<file path="src/rtcb_pkg.sv">
// Constants, register map and state type for the banked RTC register map
package rtcb_pkg;

  // ==========================================================================
  // Clock and timing
  localparam int unsigned CLK_HZ        = 10_000_000;
  localparam int unsigned TIMER_BASE_HZ = 4096;
  localparam logic [11:0] TIMER_BASE_DIV = 12'(CLK_HZ / TIMER_BASE_HZ);

  // ==========================================================================
  // Addresses shared by both banks
  localparam logic [3:0] ADR_CR1 = 4'hd;
  localparam logic [3:0] ADR_CR2 = 4'he;
  localparam logic [3:0] ADR_CR3 = 4'hf;

  // Bank 0: counters sit at their own index (0x0 .. 0xc)
  localparam logic [3:0] ADR_SEC_U  = 4'h0;
  localparam logic [3:0] ADR_SEC_T  = 4'h1;
  localparam logic [3:0] ADR_MIN_U  = 4'h2;
  localparam logic [3:0] ADR_MIN_T  = 4'h3;
  localparam logic [3:0] ADR_HR_U   = 4'h4;
  localparam logic [3:0] ADR_HR_T   = 4'h5;
  localparam logic [3:0] ADR_WDAY   = 4'h6;
  localparam logic [3:0] ADR_DAY_U  = 4'h7;
  localparam logic [3:0] ADR_DAY_T  = 4'h8;
  localparam logic [3:0] ADR_MON_U  = 4'h9;
  localparam logic [3:0] ADR_MON_T  = 4'ha;
  localparam logic [3:0] ADR_YR_U   = 4'hb;
  localparam logic [3:0] ADR_YR_T   = 4'hc;

  // Bank 1
  localparam logic [3:0] ADR_PIRQ_SEL = 4'h0;
  localparam logic [3:0] ADR_ADJUST   = 4'h1;
  localparam logic [3:0] ADR_ALM_MU   = 4'h2;
  localparam logic [3:0] ADR_ALM_HT   = 4'h5;
  localparam logic [3:0] ADR_HFMT     = 4'ha;
  localparam logic [3:0] ADR_LEAP     = 4'hb;
  localparam logic [3:0] ADR_TSRC     = 4'hc;

  // ==========================================================================
  // Field positions
  localparam int CR1_CARRY_EN = 3;
  localparam int CR1_ALARM_EN = 2;
  localparam int CR1_TMR      = 1;
  localparam int CR1_BANK     = 0;
  localparam int CR2_XSTP     = 0;
  localparam int CR3_WTRST    = 1;
  localparam int ADJ_BIT      = 0;
  localparam int HFMT_BIT     = 0;
  localparam int LEAP_EN_BIT  = 2;
  localparam int TSRC_EN_BIT  = 3;

  // Writable bits of counters (index = address) and alarm registers
  localparam logic [12:0][3:0] CNT_MASK = {
    4'hf, 4'hf, 4'h1, 4'hf, 4'h3, 4'hf, 4'h7,
    4'h3, 4'hf, 4'h7, 4'hf, 4'h7, 4'hf};
  localparam logic [3:0][3:0] ALM_MASK = {4'h3, 4'hf, 4'h7, 4'hf};
  // Reset date is day 01, month 01, everything else zero
  localparam logic [12:0][3:0] CNT_RESET = {
    4'h0, 4'h0, 4'h0, 4'h1, 4'h0, 4'h1, 4'h0,
    4'h0, 4'h0, 4'h0, 4'h0, 4'h0, 4'h0};

  localparam logic [3:0] NIB_ZERO = 4'h0;

  // ==========================================================================
  // Complete state of the block
  typedef struct packed {
    logic [1:0]       cs_n_s;
    logic [1:0]       rd_n_s;
    logic [1:0]       wr_n_s;
    logic [1:0]       ce_s;
    logic [1:0][3:0]  addr_s;
    logic [1:0][3:0]  din_s;
    logic             wr_n_d;
    logic             wr_sel;
    logic [3:0]       wr_addr;
    logic [3:0]       wr_data;
    logic [3:0]       dout;
    logic             bank;
    logic             carry_en;
    logic             alarm_en;
    logic             carry_pend;
    logic             busy;
    logic             xstp;
    logic             alfg;
    logic [12:0][3:0] tc;
    logic [3:0][3:0]  alm;
    logic [3:0]       pirq_sel;
    logic             hour_fmt;
    logic             leap_en;
    logic [3:0]       tsrc;
    logic [23:0]      sec_div;
    logic [11:0]      base_div;
    logic [6:0]       pre;
    logic [7:0]       timer;
    logic             tmfg;
  } rtcb_state_t;

endpackage : rtcb_pkg

</file>
<file path="src/rtcb_regmap.sv">
// Banked RTC register map with BCD time counters, alarm and timer
//
// What this block does
// - Bank bit picks counters or alarm/config registers
// - Control registers at Dh-Fh in both banks
// - Access follows read-write, read-only, write-only bits
// - Writes to read-only or blank bits ignored
// - Write-only and blank bits read as zero
// - Control register 1 reads all zero
// - Timer restart bit 1 clears timer, 0 nothing
// - Timer rate comes from timer source register
// - Alarm enable gates alarm interrupt on match
// - Clearing alarm enable releases interrupt output
// - Enable during match asserts interrupt within 61.1us
// - Carry enable gates one-second carry into seconds
// - Blocked carry remembered, applied when enabled
// - Interface enable low forces carry enable high
`timescale 1ns/1ps
`default_nettype none

module rtcb_regmap
  import rtcb_pkg::*;
#(
  parameter int unsigned SEC_DIV = CLK_HZ
) (
  // Clock and reset
  input  wire logic       clock,
  input  wire logic       nrst,
  // Nibble bus pins
  input  wire logic       cs_n,
  input  wire logic       rd_n,
  input  wire logic       wr_n,
  input  wire logic [3:0] addr,
  input  wire logic [3:0] data_in,
  output logic      [3:0] data_out,
  output logic            data_oe,
  // Interface enable pin
  input  wire logic       ce,
  // Open-drain interrupt pin
  output logic            irq_out_n,
  output logic            irq_out_oe
);

  // ==========================================================================
  // Helpers
  // One BCD digit step: returns {carry, digit}
  function automatic logic [4:0] step(input logic [3:0] d,
                                      input logic [3:0] lim,
                                      input logic       c);
    if (!c)
      step = {1'b0, d};
    else if (d >= lim)
      step = {1'b1, NIB_ZERO};
    else
      step = {1'b0, d + 4'h1};
  endfunction : step

  function automatic logic [1:0] year_mod4(input logic [12:0][3:0] t);
    year_mod4 = t[ADR_YR_U][1:0] + {t[ADR_YR_T][0], 1'b0};
  endfunction : year_mod4

  // Last day of the month as two BCD digits
  function automatic logic [7:0] month_end(input logic [12:0][3:0] t);
    logic [7:0] m;
    m = {t[ADR_MON_T], t[ADR_MON_U]};
    case (m)
      8'h02:   month_end = (year_mod4(t) == 2'h0) ? 8'h29 : 8'h28;
      8'h04,
      8'h06,
      8'h09,
      8'h11:   month_end = 8'h30;
      default: month_end = 8'h31;
    endcase
  endfunction : month_end

  // Ripple a carry through the calendar; from_min starts at minutes
  function automatic logic [12:0][3:0] advance(
      input logic [12:0][3:0] t, input logic from_min);
    logic [12:0][3:0] r;
    logic [4:0]       x;
    logic             c;
    r = t;
    c = 1'b1;
    if (!from_min) begin
      x = step(r[ADR_SEC_U], 4'h9, c);
      r[ADR_SEC_U] = x[3:0];
      x = step(r[ADR_SEC_T], 4'h5, x[4]);
      r[ADR_SEC_T] = x[3:0];
      c = x[4];
    end
    x = step(r[ADR_MIN_U], 4'h9, c);
    r[ADR_MIN_U] = x[3:0];
    x = step(r[ADR_MIN_T], 4'h5, x[4]);
    r[ADR_MIN_T] = x[3:0];
    c = x[4];
    if (c && r[ADR_HR_T] == 4'h2 && r[ADR_HR_U] == 4'h3) begin
      r[ADR_HR_T] = NIB_ZERO;
      r[ADR_HR_U] = NIB_ZERO;
    end else begin
      x = step(r[ADR_HR_U], 4'h9, c);
      r[ADR_HR_U] = x[3:0];
      x = step(r[ADR_HR_T], 4'h2, x[4]);
      r[ADR_HR_T] = x[3:0];
      c = 1'b0;
    end
    x = step(r[ADR_WDAY], 4'h6, c);
    r[ADR_WDAY] = x[3:0];
    if (c && {r[ADR_DAY_T], r[ADR_DAY_U]} == month_end(t)) begin
      r[ADR_DAY_T] = NIB_ZERO;
      r[ADR_DAY_U] = 4'h1;
    end else begin
      x = step(r[ADR_DAY_U], 4'h9, c);
      r[ADR_DAY_U] = x[3:0];
      x = step(r[ADR_DAY_T], 4'h3, x[4]);
      r[ADR_DAY_T] = x[3:0];
      c = 1'b0;
    end
    if (c && {r[ADR_MON_T], r[ADR_MON_U]} == 8'h12) begin
      r[ADR_MON_T] = NIB_ZERO;
      r[ADR_MON_U] = 4'h1;
    end else begin
      x = step(r[ADR_MON_U], 4'h9, c);
      r[ADR_MON_U] = x[3:0];
      x = step(r[ADR_MON_T], 4'h1, x[4]);
      r[ADR_MON_T] = x[3:0];
      c = 1'b0;
    end
    x = step(r[ADR_YR_U], 4'h9, c);
    r[ADR_YR_U] = x[3:0];
    x = step(r[ADR_YR_T], 4'h9, x[4]);
    r[ADR_YR_T] = x[3:0];
    advance = r;
  endfunction : advance

  // Alarm registers occupy bank 1 addresses 2h to 5h
  function automatic logic is_alm(input logic [3:0] a);
    is_alm = (a >= ADR_ALM_MU) && (a <= ADR_ALM_HT);
  endfunction : is_alm

  function automatic logic [1:0] alm_idx(input logic [3:0] a);
    alm_idx = 2'(a - ADR_ALM_MU);
  endfunction : alm_idx

  // Read data for one address in the current bank
  function automatic logic [3:0] read_nib(input rtcb_state_t st,
                                          input logic [3:0]  a);
    read_nib = NIB_ZERO;
    case (a)
      ADR_CR1: read_nib = NIB_ZERO;
      ADR_CR2: read_nib = {st.busy, 1'b0, st.alfg, st.xstp};
      ADR_CR3: read_nib = NIB_ZERO;
      default: begin
        if (!st.bank)
          read_nib = st.tc[a];
        else if (is_alm(a))
          read_nib = st.alm[alm_idx(a)];
        else if (a == ADR_LEAP)
          read_nib = {1'b0, st.leap_en, year_mod4(st.tc)};
        else if (a == ADR_TSRC)
          read_nib = {3'b000, st.tmfg};
        else
          read_nib = NIB_ZERO;
      end
    endcase
  endfunction : read_nib

  // ==========================================================================
  // State
  rtcb_state_t s_ff;
  rtcb_state_t nxt_s;

  logic wr_take;
  logic sec_tick;
  logic base_tick;
  logic timer_tick;
  logic alarm_match;
  logic carry_now;
  logic [6:0] tap_mask;

  always_comb begin
    nxt_s = s_ff;

    // Two-flop synchronisers; stage 0 is read only by stage 1
    nxt_s.cs_n_s = {s_ff.cs_n_s[0], cs_n};
    nxt_s.rd_n_s = {s_ff.rd_n_s[0], rd_n};
    nxt_s.wr_n_s = {s_ff.wr_n_s[0], wr_n};
    nxt_s.ce_s   = {s_ff.ce_s[0], ce};
    nxt_s.addr_s = {s_ff.addr_s[0], addr};
    nxt_s.din_s  = {s_ff.din_s[0], data_in};
    nxt_s.wr_n_d = s_ff.wr_n_s[1];

    // Address and data captured during the strobe, used at its rising edge
    if (!s_ff.wr_n_s[1]) begin
      nxt_s.wr_sel  = !s_ff.cs_n_s[1] && s_ff.ce_s[1];
      nxt_s.wr_addr = s_ff.addr_s[1];
      nxt_s.wr_data = s_ff.din_s[1];
    end
    // Commit on the rising strobe, once address and data have settled
    wr_take = s_ff.wr_n_s[1] && !s_ff.wr_n_d && s_ff.wr_sel;

    // ------------------------------------------------------------------------
    // Dividers
    // Second divider runs from reset; control register 3 restarts it
    sec_tick = (s_ff.sec_div == 24'(SEC_DIV - 1));
    nxt_s.sec_div = sec_tick ? 24'h000000 : s_ff.sec_div + 24'h000001;
    base_tick = (s_ff.base_div == TIMER_BASE_DIV - 12'h001);
    nxt_s.base_div = base_tick ? 12'h000 : s_ff.base_div + 12'h001;
    if (base_tick)
      nxt_s.pre = s_ff.pre + 7'h01;

    // Timer rate: base / 2^sel, enabled by the top bit
    tap_mask   = 7'((8'h01 << s_ff.tsrc[2:0]) - 8'h01);
    timer_tick = s_ff.tsrc[TSRC_EN_BIT] && base_tick
                 && ((s_ff.pre & tap_mask) == 7'h00);
    if (timer_tick) begin
      nxt_s.timer = s_ff.timer + 8'h01;
      if (s_ff.timer == 8'hff)
        nxt_s.tmfg = 1'b1;
    end

    // ------------------------------------------------------------------------
    // Host writes; blank and read-only bits are masked off
    nxt_s.busy = 1'b0;
    if (wr_take) begin
      case (s_ff.wr_addr)
        ADR_CR1: begin
          nxt_s.bank     = s_ff.wr_data[CR1_BANK];
          nxt_s.alarm_en = s_ff.wr_data[CR1_ALARM_EN];
          nxt_s.carry_en = s_ff.wr_data[CR1_CARRY_EN];
          if (s_ff.wr_data[CR1_TMR]) begin
            // Prescaler cleared too, so the first tick comes one full base period later, at any rate
            nxt_s.timer    = 8'h00;
            nxt_s.pre      = 7'h00;
            nxt_s.base_div = 12'h000;
            // A wrap in the restart cycle still sets the flag
            nxt_s.tmfg     = timer_tick && s_ff.timer == 8'hff;
          end
        end
        ADR_CR2: begin
          // Oscillator-stop flag can only be cleared from the bus
          if (!s_ff.wr_data[CR2_XSTP])
            nxt_s.xstp = 1'b0;
        end
        ADR_CR3: begin
          // Divider restart keeps the second aligned to this write
          if (s_ff.wr_data[CR3_WTRST]) begin
            nxt_s.sec_div = 24'h000000;
            nxt_s.busy    = 1'b1;
          end
        end
        default: begin
          if (!s_ff.bank) begin
            nxt_s.tc[s_ff.wr_addr] =
              s_ff.wr_data & CNT_MASK[s_ff.wr_addr];
          end else begin
            case (s_ff.wr_addr)
              ADR_PIRQ_SEL: nxt_s.pirq_sel = s_ff.wr_data;
              ADR_HFMT:     nxt_s.hour_fmt = s_ff.wr_data[HFMT_BIT];
              ADR_LEAP:     nxt_s.leap_en = s_ff.wr_data[LEAP_EN_BIT];
              ADR_TSRC:     nxt_s.tsrc = s_ff.wr_data;
              ADR_ADJUST: begin
                // Round to the nearest minute
                if (s_ff.wr_data[ADJ_BIT]) begin
                  nxt_s.tc = (s_ff.tc[ADR_SEC_T] >= 4'h3)
                             ? advance(s_ff.tc, 1'b1) : s_ff.tc;
                  nxt_s.tc[ADR_SEC_U] = NIB_ZERO;
                  nxt_s.tc[ADR_SEC_T] = NIB_ZERO;
                  nxt_s.busy          = 1'b1;
                end
              end
              default: begin
                if (is_alm(s_ff.wr_addr))
                  nxt_s.alm[alm_idx(s_ff.wr_addr)] =
                    s_ff.wr_data & ALM_MASK[alm_idx(s_ff.wr_addr)];
              end
            endcase
          end
        end
      endcase
    end

    // ------------------------------------------------------------------------
    // Carry into the seconds digit
    if (!s_ff.ce_s[1])
      nxt_s.carry_en = 1'b1;

    carry_now = 1'b0;
    if (sec_tick) begin
      if (s_ff.carry_en)
        carry_now = 1'b1;
      else
        nxt_s.carry_pend = 1'b1;
    end
    // A remembered carry is applied once on the enabling edge; a carry
    // arriving in that very cycle counts too, so none is left stale
    if (!s_ff.carry_en && nxt_s.carry_en && nxt_s.carry_pend) begin
      carry_now        = 1'b1;
      nxt_s.carry_pend = 1'b0;
    end
    if (carry_now) begin
      nxt_s.tc   = advance(nxt_s.tc, 1'b0);
      nxt_s.busy = 1'b1;
    end

    // ------------------------------------------------------------------------
    // Alarm: level output, follows enable and match every cycle
    alarm_match = (s_ff.alm[0] == s_ff.tc[ADR_MIN_U])
               && (s_ff.alm[1] == s_ff.tc[ADR_MIN_T])
               && (s_ff.alm[2] == s_ff.tc[ADR_HR_U])
               && (s_ff.alm[3] == s_ff.tc[ADR_HR_T]);
    nxt_s.alfg = s_ff.alarm_en && alarm_match;

    // ------------------------------------------------------------------------
    // Read data, refreshed each cycle from the synchronised address
    // Limitation: valid three clocks after the address settles
    nxt_s.dout = read_nib(s_ff, s_ff.addr_s[1]);
  end

  always_ff @(posedge clock or negedge nrst) begin
    if (!nrst) begin
      s_ff          <= '0;
      // Interface counts as disabled until the pin has been seen
      s_ff.cs_n_s   <= 2'b11;
      s_ff.rd_n_s   <= 2'b11;
      s_ff.wr_n_s   <= 2'b11;
      s_ff.wr_n_d   <= 1'b1;
      s_ff.carry_en <= 1'b1;
      s_ff.xstp     <= 1'b1;
      s_ff.tc       <= CNT_RESET;
    end else begin
      s_ff <= nxt_s;
    end
  end

  // ==========================================================================
  // Pins
  assign data_out   = s_ff.dout;
  assign data_oe    = !s_ff.cs_n_s[1] && !s_ff.rd_n_s[1] && s_ff.ce_s[1];
  assign irq_out_n  = 1'b0;
  assign irq_out_oe = s_ff.alfg;

endmodule : rtcb_regmap

`default_nettype wire

</file>
<file path="config.mk">
export PLATFORM = sky130hd
export DESIGN_NAME = rtcb_regmap
export DESIGN_NICKNAME = d
export VERILOG_FILES = /design/src/rtcb_pkg.sv /design/src/rtcb_regmap.sv
export SDC_FILE = /design/constraint.sdc
export NUM_CORES = 1
export LEC_CHECK = 0
export BUFFER_PORTS_ARGS = -buffer_cell sky130_fd_sc_hd__clkbuf_2
export CAP_MARGIN = 20
export CORE_MARGIN = 3
export CORE_UTILIZATION = 55
export DETAILED_ROUTE_END_ITERATION = 8
export HOLD_SLACK_MARGIN = 0.1
export PLACE_DENSITY = 0.67
export SYNTH_ARGS = -nofsm -noshare
export SYNTH_HDL_FRONTEND = slang
export SYNTH_SLANG_ARGS = --single-unit
</file>
<file path="constraint.sdc">
create_clock -name clock -period 15.3 [get_ports clock]
set_clock_uncertainty 0.05 [all_clocks]
set_input_delay 1.53 -clock clock [delete_from_list [all_inputs] [get_ports clock]]
set_output_delay 1.53 -clock clock [all_outputs]
set_load 0.01 [all_outputs]
</file>
* Yosys cells after proc, flatten, opt, wreduce, memory -nomap -nowiden
Memory sizes are Yosys's and may differ from the RTL's.
Cells that the tools add are included.
** Storage, ports and cells
- Output and inout port bits :: 7
- Bits in read-only memories :: 64
- Register bits :: 175
- Input bits :: 14
- Logic and storage cells :: 395
- Memories kept :: 1
** Memory list
- (name not given) :: depth 16, bits a word 4, rd ports 1, clocked after Yosys merged registers in 0, wr ports 0, line rtcb_regmap.sv:254 : s_ff.wr_data & CNT_MASK[s_ff.wr_addr];
** Cells by class
- Order comparisons :: 35
- Mux-type cells :: 189
- $add $sub $neg :: 33
- Eq/ne operators :: 37
- Bitwise operators :: 6
- Reductions and logical operators :: 47
- Shift-type cells :: 1
** Operators with widths (count)
- two-way mux 5 bit :: 69
- two-way mux 52 bit :: 5
- two-way mux 130 bit :: 1
- two-way mux 4 bit :: 30
- adder 4 x 1 -> 4 bit, second input constant :: 24
- two-way mux 8 bit :: 12
- two-way mux 78 bit :: 1
- two-way mux 24 bit :: 3
- two-way mux 28 bit :: 2
- bitwise mux 52 bit :: 1
- greater-or-equal comparator 4 bit, second input constant :: 13
- two-way mux 1 bit :: 45
- == test 4 bit, second input constant :: 11
- == test 8 x 3 -> 1 bit, second input constant :: 4
- == test 8 x 5 -> 1 bit, second input constant :: 4
- two-way mux 16 bit :: 2
- greater-or-equal comparator 4 x 2 -> 1 bit, second input constant :: 7
- logical AND 1 bit :: 26
- two-way mux 26 bit :: 1
- adder 24 x 1 -> 24 bit, second input constant :: 1
- == test 24 bit, second input constant :: 1
- greater-or-equal comparator 4 x 3 -> 1 bit, second input constant :: 5
- one-hot mux 5 bit (2 select lines) :: 2
- binary-select mux 4 bit (select 2 bit) :: 2
- 46 further kinds :: 76

* Logic depth before layout (Yosys ltp)
Gate-level depths: netlist (run 1).
- Depth in word-level cells :: 71
- Depth in mapped cells :: 24
- Depth with buffers taken out :: 21

* Least setup slack after synthesis (run 1)
No wires, ideal clock.
- Kind :: reg-to-reg
- Start point :: register s_ff[117] in the netlist's numbering
- End point :: register s_ff[115] in the netlist's numbering
- Stages on the path, launching flop included :: 20
- Data required time :: 15122 ps
- Setup slack :: 10084 ps
- Clock period less this slack :: 5216 ps
- Setup time :: 128 ps
- Path buffers :: 1
- Data arrival time :: 5038 ps
- Cell sequence :: dfrtp_1 -> or4_4 -> or4_4 -> and2_1 -> a2111oi_4 -> buf_4 -> nand2_1 -> o21ai_0 -> and3_1 -> a21oi_1 -> inv_1 -> ha_1 -> inv_1 -> a2111oi_0 -> mux2i_1 -> or4_4 -> a311oi_4 -> and2_1 -> nand2_2 -> mux2_1
** RTL lines
- start, declared :: line rtcb_regmap.sv:169 : rtcb_state_t s_ff;
- start signal, assigned :: line rtcb_regmap.sv:331 : s_ff <= nxt_s;

==> results of run 1 <==
-- layout make-up --
cell class	instances	area, um2	share of cell area
Clock inverter	14	150.1	0.01107
Multi-Input combinational cell	1111	7779	0.5734
Timing Repair Buffer	41	264.0	0.01946
Inverter	83	311.5	0.02297
Sequential cell	170	4269	0.3147
Clock buffer	18	439.2	0.03237
Antenna cell	1	2.502	0.0001845
Tap cell	280	350.3	0.02583
-- flip-flops by register name, indices dropped and copies added, names as in the netlist, named ones only --
| name | flops |
|---|---|
| nxt_s | 13 |
| s_ff | 136 |
| data_out | 4 |
| irq_out_oe | 1 |
-- final timing paths --
| kind | from | endpoint | slack, ns | depth (start not counted) |
|---|---|---|---|---|
| max reg2reg | s_ff[116] | s_ff[115] | 9.19 | 18 |
| min in group asynchronous | nrst | s_ff[125] | 1.10 | 1 |
| min reg2reg | nxt_s[163] | s_ff[163] | 0.30 | 0 |
| max in group asynchronous | nrst | s_ff[136] | 12.58 | 2 |
| min | nxt_s[163] | s_ff[163] | 0.30 | 0 |
| max | s_ff[116] | s_ff[115] | 9.19 | 18 |
-- cell usage after synthesis (22+ instances only) --
cell type    n  area share
clkbuf_1    56       0.017
inv_1       82       0.024
mux2_2      31       0.028
and3_1      23       0.011
nor3_1      34       0.013
a21oi_1     57       0.023
xnor2_1     33       0.023
ha_1        79       0.078
xor2_1      32       0.022
dfrtp_1    159        0.31
nand4_1     26       0.013
nor2_1     133       0.039
nand3_1     63       0.025
nand2_1    114       0.034
o21ai_0     86       0.034
mux2i_1     22       0.017
-- layer usage --
layer,wire length [um],up-vias,global-route usage
li1,-,5231,-
met1,17020,5466,0.4520
met2,16780,577,0.4665
met3,3973,84,0.07764
met4,1265,0,0.1070
met5,0,-,0
-- cells in the final DEF, fill, tap and decap left out, drive strengths merged, types with 15 or more instances in the layout --
cell / count
nor2b: 16
buf: 23
mux4: 15
mux2i: 22
xor2: 32
xnor2: 35
nand2: 115
nor2: 133
nor3: 34
nand4: 27
a21oi: 57
dfrtp: 159
and2: 21
nor4: 19
a31oi: 16
mux2: 33
and3: 23
inv: 89
a211oi: 15
o21ai: 98
nand2b: 17
clkbuf: 36
ha: 79
nand3: 65
-- cells by family (layout without fill, tap and decap cells) --
| logic type | after synthesis | in the layout | synth area share |
|---|---|---|---|
| DFF | 170 | 170 | 0.3371 |
| AOI/OAI and AO/OA | 348 | 348 | 0.1904 |
| adders and majority gates | 79 | 79 | 0.07806 |
| other | 1 | 2 | 0.0002962 |
| muxes | 70 | 70 | 0.07342 |
| buffers and inverters | 157 | 156 | 0.04862 |
| and+or+nand+nor | 546 | 546 | 0.2237 |
| xor gates and xnor gates | 67 | 67 | 0.04842 |
-- power groups by stage --
| stage | clock network [mW] | logic, mW | registers [mW] |
|---|---|---|---|
| 2_1_floorplan | 0 | 0.231 | 0.530 |
| 3_3_place_gp | 0 | 0.299 | 0.558 |
| 3_5_place_dp | 0 | 0.301 | 0.558 |
| 4_1_cts | 0.442 | 0.302 | 0.550 |
| 5_1_grt | 0.460 | 0.341 | 0.558 |
| 6_report | 0.435 | 0.308 | 0.552 |
-- metrics by stage --
stage | worst slack (ns) | hold WS, ns | instances | power [mW]
after floorplan | 10.08 | 0.2812 | 1438 | 0.7611
after global placement | 9.365 | 0.2815 | 1684 | 0.8564
after detailed placement | 9.291 | 0.2880 | 1685 | 0.8591
after CTS | 9.265 | 0.3066 | 1717 | 1.294
after global routing | 8.814 | 0.3080 | 1717 | 1.359
final | 9.191 | 0.3046 | 1718 | 1.295
==> results.cfg, run 1 <==
[clock_network]
numClockSinks = 170
h-tree-depth = 4
cts_root_buf = clkbuf_16
cts_buffers = 17
insertion_delay_ns = 0.44
cts_tree = done
cts.path.max_buffers = 2
post-cts-setup-buffer-count = 0
cts-resized-gates = 0
cts_hold_buf = 0
cts.reportedPaths.clkPinSlew_ns = 0.07

[layout]
post-route-util = 0.6103
fin_nets = 1517
fill_cells = 1941
design_area_um2 = 13570
area_delta_synth_final_pct = 7.134
drive_gt1_frac = 0.1141

[placement]
post_dp_cell_area_um2 = 12970
port_buffers = 19
routabilityCongestion = 1.016
dpl.hpwl_um = 28330

[timing]
setup_tns_ns = 0
hold_viol_final = 0
slew-limit-headroom = 0.3161
rsz0062_at_grt = no
worst_pin_slew_ns = 1.012
setup_viol_count_final = 0
final_max_slew_viol_count = 0
finalCriticalPeriod_ns = 6.109
finalCritPeriodShare = 0.3993
fmax_mhz = 163.7

[global_routing]
grt_max_degree = 93
grt_pass1_vias = 10580
grt_pass1_wl_um = 60560
grt_usage = 0.3150
antenna_found_initial = 0
overflow = 0

[critical_path]
critPathSlowestCell = a311oi_4
cpMostUsedCell = or4_4
path_delay_family = simple AND/OR/NAND/NOR gates
required_ns = 15.57
crit_type = reg2reg
crit_path_cell_trace = or4_4, or4_4, and2_1, a2111oi_4, nand2_1, o21ai_0, and3_1, a21oi_1, inv_1, ha_1, inv_1, a2111oi_0, mux2i_1, or4_4, a311oi_4, and2_1, nand2_2, mux2_1
crit_arrival_ns = 6.38
crit_buf_inv = 2
slowest_delay_ns = 0.63
endpoint_kind = register
cp_max_fo = 13
worstSetupStartpointType = register

[floorplanning]
dieArea_um2 = 24880
initial_utilization = 0.5696
rows = 54
ios = 21
die_width_um = 157.7
core_area_um2 = 22230
die_y_um = 157.7

[drt]
drt_iter0_markers = 1269
totalWireLength_um = 39030
ant_nets = 0
routed_via_density = 6.611
route.vias.total = 11360
first_pass_iters = 6
drcViolationCount = 0
post_drt_wl_per_cell_um = 22.72

[synthesis]
synth.avg_cell_area_um2 = 8.805
syn_area_um2 = 12660
synth_edf_count = 0
synthCells = 1438
synth_fp_nets = 1531
yosysWarnings = 0
synth_seq_cells = 170
synth-seq-area-share = 0.3371
synth_cell_type_count = 97
ys.flop_type = dfrtp_1
synthArstFlopShare = 1.000

[power]
peakVddDrop_mv = 0.07285
intPower_uw = 829.3
power.density_nw_per_um2 = 95.44
sequentialPowerShare = 0.426
p_sw_uw = 465.4
p_leak_nw = 5.895
clockPowerShare = 0.336
p_sw_frac = 0.3595
p_comb_frac = 0.238

[run_status]
outcome = complete, no violations

[min_path]
min_path_type = reg2reg

[run]
maxCapViolCount = 0
(Power assumes the default switching activity.)
==> run 2, diff against run 1 <==
- ABC_AREA: unset -> 1
- clock period: 15.3 -> 6 ns (I/O delays scaled with it)
==> run 2 against run 1 <==
  * First-iteration DRC count fell by 0.39%
  * Highest routed layer unchanged
  * Flip-flop and latch count did not move
  * Critical endpoint is now s_ff[108]
  * Clock power rose to 2.8 times the previous value
  * Final area rose by 4.4%
  * Worst hold slack got worse by 0.16 ns
  * Global-route usage rose by 0.37 points
  * Largest power group unchanged
==> results.cfg, run 2 <==
[run]
maxCapViolCount = 0

[clock_network]
cts_hold_buf = 0
cts.reportedPaths.clkPinSlew_ns = 0.08
post-cts-setup-buffer-count = 0
numClockSinks = 170
cts_root_buf = clkbuf_16
cts_buffers = 17
insertion_delay_ns = 0.44
cts-resized-gates = 0
cts_tree = done
h-tree-depth = 4
cts.path.max_buffers = 2

[layout]
design_area_um2 = 14160
instances_no_fill = 2150
area_delta_synth_final_pct = 8.258
multi_input_comb_area_um2 = 7537
fill_cells = 2212
drive_gt1_frac = 0.1117
layout_common_cells = nand2_1 (330), inv_1 (249), nor2_1 (172), dfrtp_1 (159), o21ai_0 (140)
fin_nets = 1916
largest_register = s_ff
regArea_um2 = 4268
mostFrequentLayoutCell = nand2_1
largest_reg_flops = 136
post-route-util = 0.6159

[synthesis]
ys.flop_type = dfrtp_1
yosysWarnings = 0
synth_xor_area_frac = 0.02880
synth_area_leaders = dfrtp_1 (30%), nand2_1 (9.5%), ha_1 (7.6%), inv_1 (7.1%), o21ai_0 (5.4%)
synth.avg_cell_area_um2 = 7.236
synthArstFlopShare = 1.000
yosysTopAreaCellShare = 0.3043
synth_top_family_by_area = simple AND/OR/NAND/NOR gates
synth_fp_nets = 1900
synth_top_area_cell = dfrtp_1
synth_edf_count = 0
synth_cell_type_count = 64
synth_compound_area_frac = 0.1867
syn_area_um2 = 13080
muxShareOfSynthArea = 0
yosys-top-cells-count = nand2_1 (330), inv_1 (249), nor2_1 (172)
synth_seq_cells = 170
synth_fa_ha_area_frac = 0.07559
yosys.area_share.simple = 0.2850
synthCells = 1807
synth-seq-area-share = 0.3264
synthMostInstantiatedCell = nand2_1

[placement]
routabilityCongestion = 1.028
post-place-ws_ns = 0.9100
dpl.hpwl_um = 30330
placed_cells = 2116
port_buffers = 19
post_dp_cell_area_um2 = 13500

[drt]
totalWireLength_um = 40590
routed_via_density = 5.881
ant_nets = 0
drcViolationCount = 0
post_drt_wl_per_cell_um = 18.88
route.vias.total = 12650
first_pass_iters = 5
drt_iter0_markers = 1264

[global_routing]
grt_pass1_vias = 11990
overflow = 0
grt_usage = 0.3187
grt_max_degree = 90
grt_pass1_wl_um = 65040
antenna_found_initial = 0

[timing]
fmax_mhz = 190.4
worst_pin_slew_ns = 0.9231
final_max_slew_viol_count = 0
finalCritPeriodShare = 0.8754
slew-limit-headroom = 0.3823
setup_viol_count_final = 0
hold_viol_final = 0
rsz0062_at_grt = no
fin_ws_ns = 0.7474
holdWs_ns = 0.1473
finalCriticalPeriod_ns = 5.253
setup_tns_ns = 0

[run_status]
outcome = complete, no violations

[floorplanning]
rows = 55
initial_utilization = 0.5689
dieArea_um2 = 25660
core_area_um2 = 22980
die_y_um = 160.2
ios = 21
die_width_um = 160.2

[power]
p_leak_nw = 6.540
power.density_nw_per_um2 = 304.5
power.total_mw = 4.310
peakVddDrop_mv = 0.2460

[critical_path]
crit_path_cell_trace = nand2_1, nor2_4, inv_2, nor2_8, inv_6, nor2_4, inv_1, nand2_1, a21oi_1, a211oi_1, ha_1, inv_1, nor2_1, nand3_1, nor2_1, nand3_2, inv_1, nand3_1, nor2_2, nand2_2, o21ai_2, nor2_1
reg2reg_depth = 22
rrSetupSlack_ns = 0.75
path_delay_family = simple AND/OR/NAND/NOR gates
crit_arrival_ns = 5.53
cp_max_fo = 44
critPathSlowestCell = dfstp_2
timing.rr.end = s_ff[108]
worstSetupStartpointType = register
cp-startpoint = nxt_s[150]
endpoint_kind = register
crit_type = reg2reg
crit_buf_inv = 5
required_ns = 6.28
r2r_start = nxt_s[150]
slowest_delay_ns = 0.73

[min_path]
min_path_type = in2async
## run 2: cell types whose count changed after synthesis, moves of 25 or more
cell	change
xnor2_1	-25
inv_1	+167
mux2_2	-31
nand3_1	+39
nor2_1	+39
nand2_2	+26
o21ai_0	+54
a21oi_1	+36
nand2_1	+216
clkbuf_1	-38
inv_2	+26
## run 2: worst max-delay path by stage
stage	endpoint	depth (start not counted)	slack [ns]
finish	s_ff[108]	22	0.75
global route	s_ff[107]	19	0.30
CTS	s_ff[108]	22	0.88
detailed placement	s_ff[108]	22	0.91
global placement	s_ff[107]	19	0.91
floorplan	s_ff[128]	33	1.57
## run 2: final cells by class
cell class,instances,share of cell area
multi-input combinational,1316,0.5324
sequential,170,0.3015
inverter,278,0.07407
clock buffer,18,0.03102
tap,313,0.02766
timing repair buffer,40,0.01874
clock inverter,14,0.01441
antenna,1,0.0001768
## run 2: routing by layer
| metal | share of wire | GRT usage |
|---|---|---|
| met3 | 0.079 | 0.05707 |
| met4 | 0.035 | 0.1266 |
| met2 | 0.45 | 0.5068 |
| met1 | 0.43 | 0.4327 |
| met5 | 0 | 0 |
## run 2: worst register-to-register path, stage by stage, from the launching register on
cell,delay [ns]
dfstp_2,0.73
nand2_1,0.18
nor2_4,0.22
inv_2,0.16
nor2_8,0.33
inv_6,0.23
nor2_4,0.35
inv_1,0.30
nand2_1,0.13
a21oi_1,0.05
a211oi_1,0.67
ha_1,0.27
inv_1,0.05
nor2_1,0.09
nand3_1,0.25
nor2_1,0.20
nand3_2,0.12
inv_1,0.07
nand3_1,0.08
nor2_2,0.25
nand2_2,0.15
o21ai_2,0.13
nor2_1,0.08
## run 2: power by group
part / internal [mW] / leakage, nW / switching, mW
Clock: 0.655 / 0.310 / 0.570
Combinational: 0.513 / 4.07 / 1.03
Sequential: 1.30 / 2.16 / 0.241
## run 2: cell families (layout without fill, tap and decap cells)
kind of cell	count (synthesis)	after routing
simple gates	783	783
flops	170	170
xor+xnor	43	43
fa+ha+maj	79	79
buf+inv	321	350
compound gates	410	410
other cells	1	2
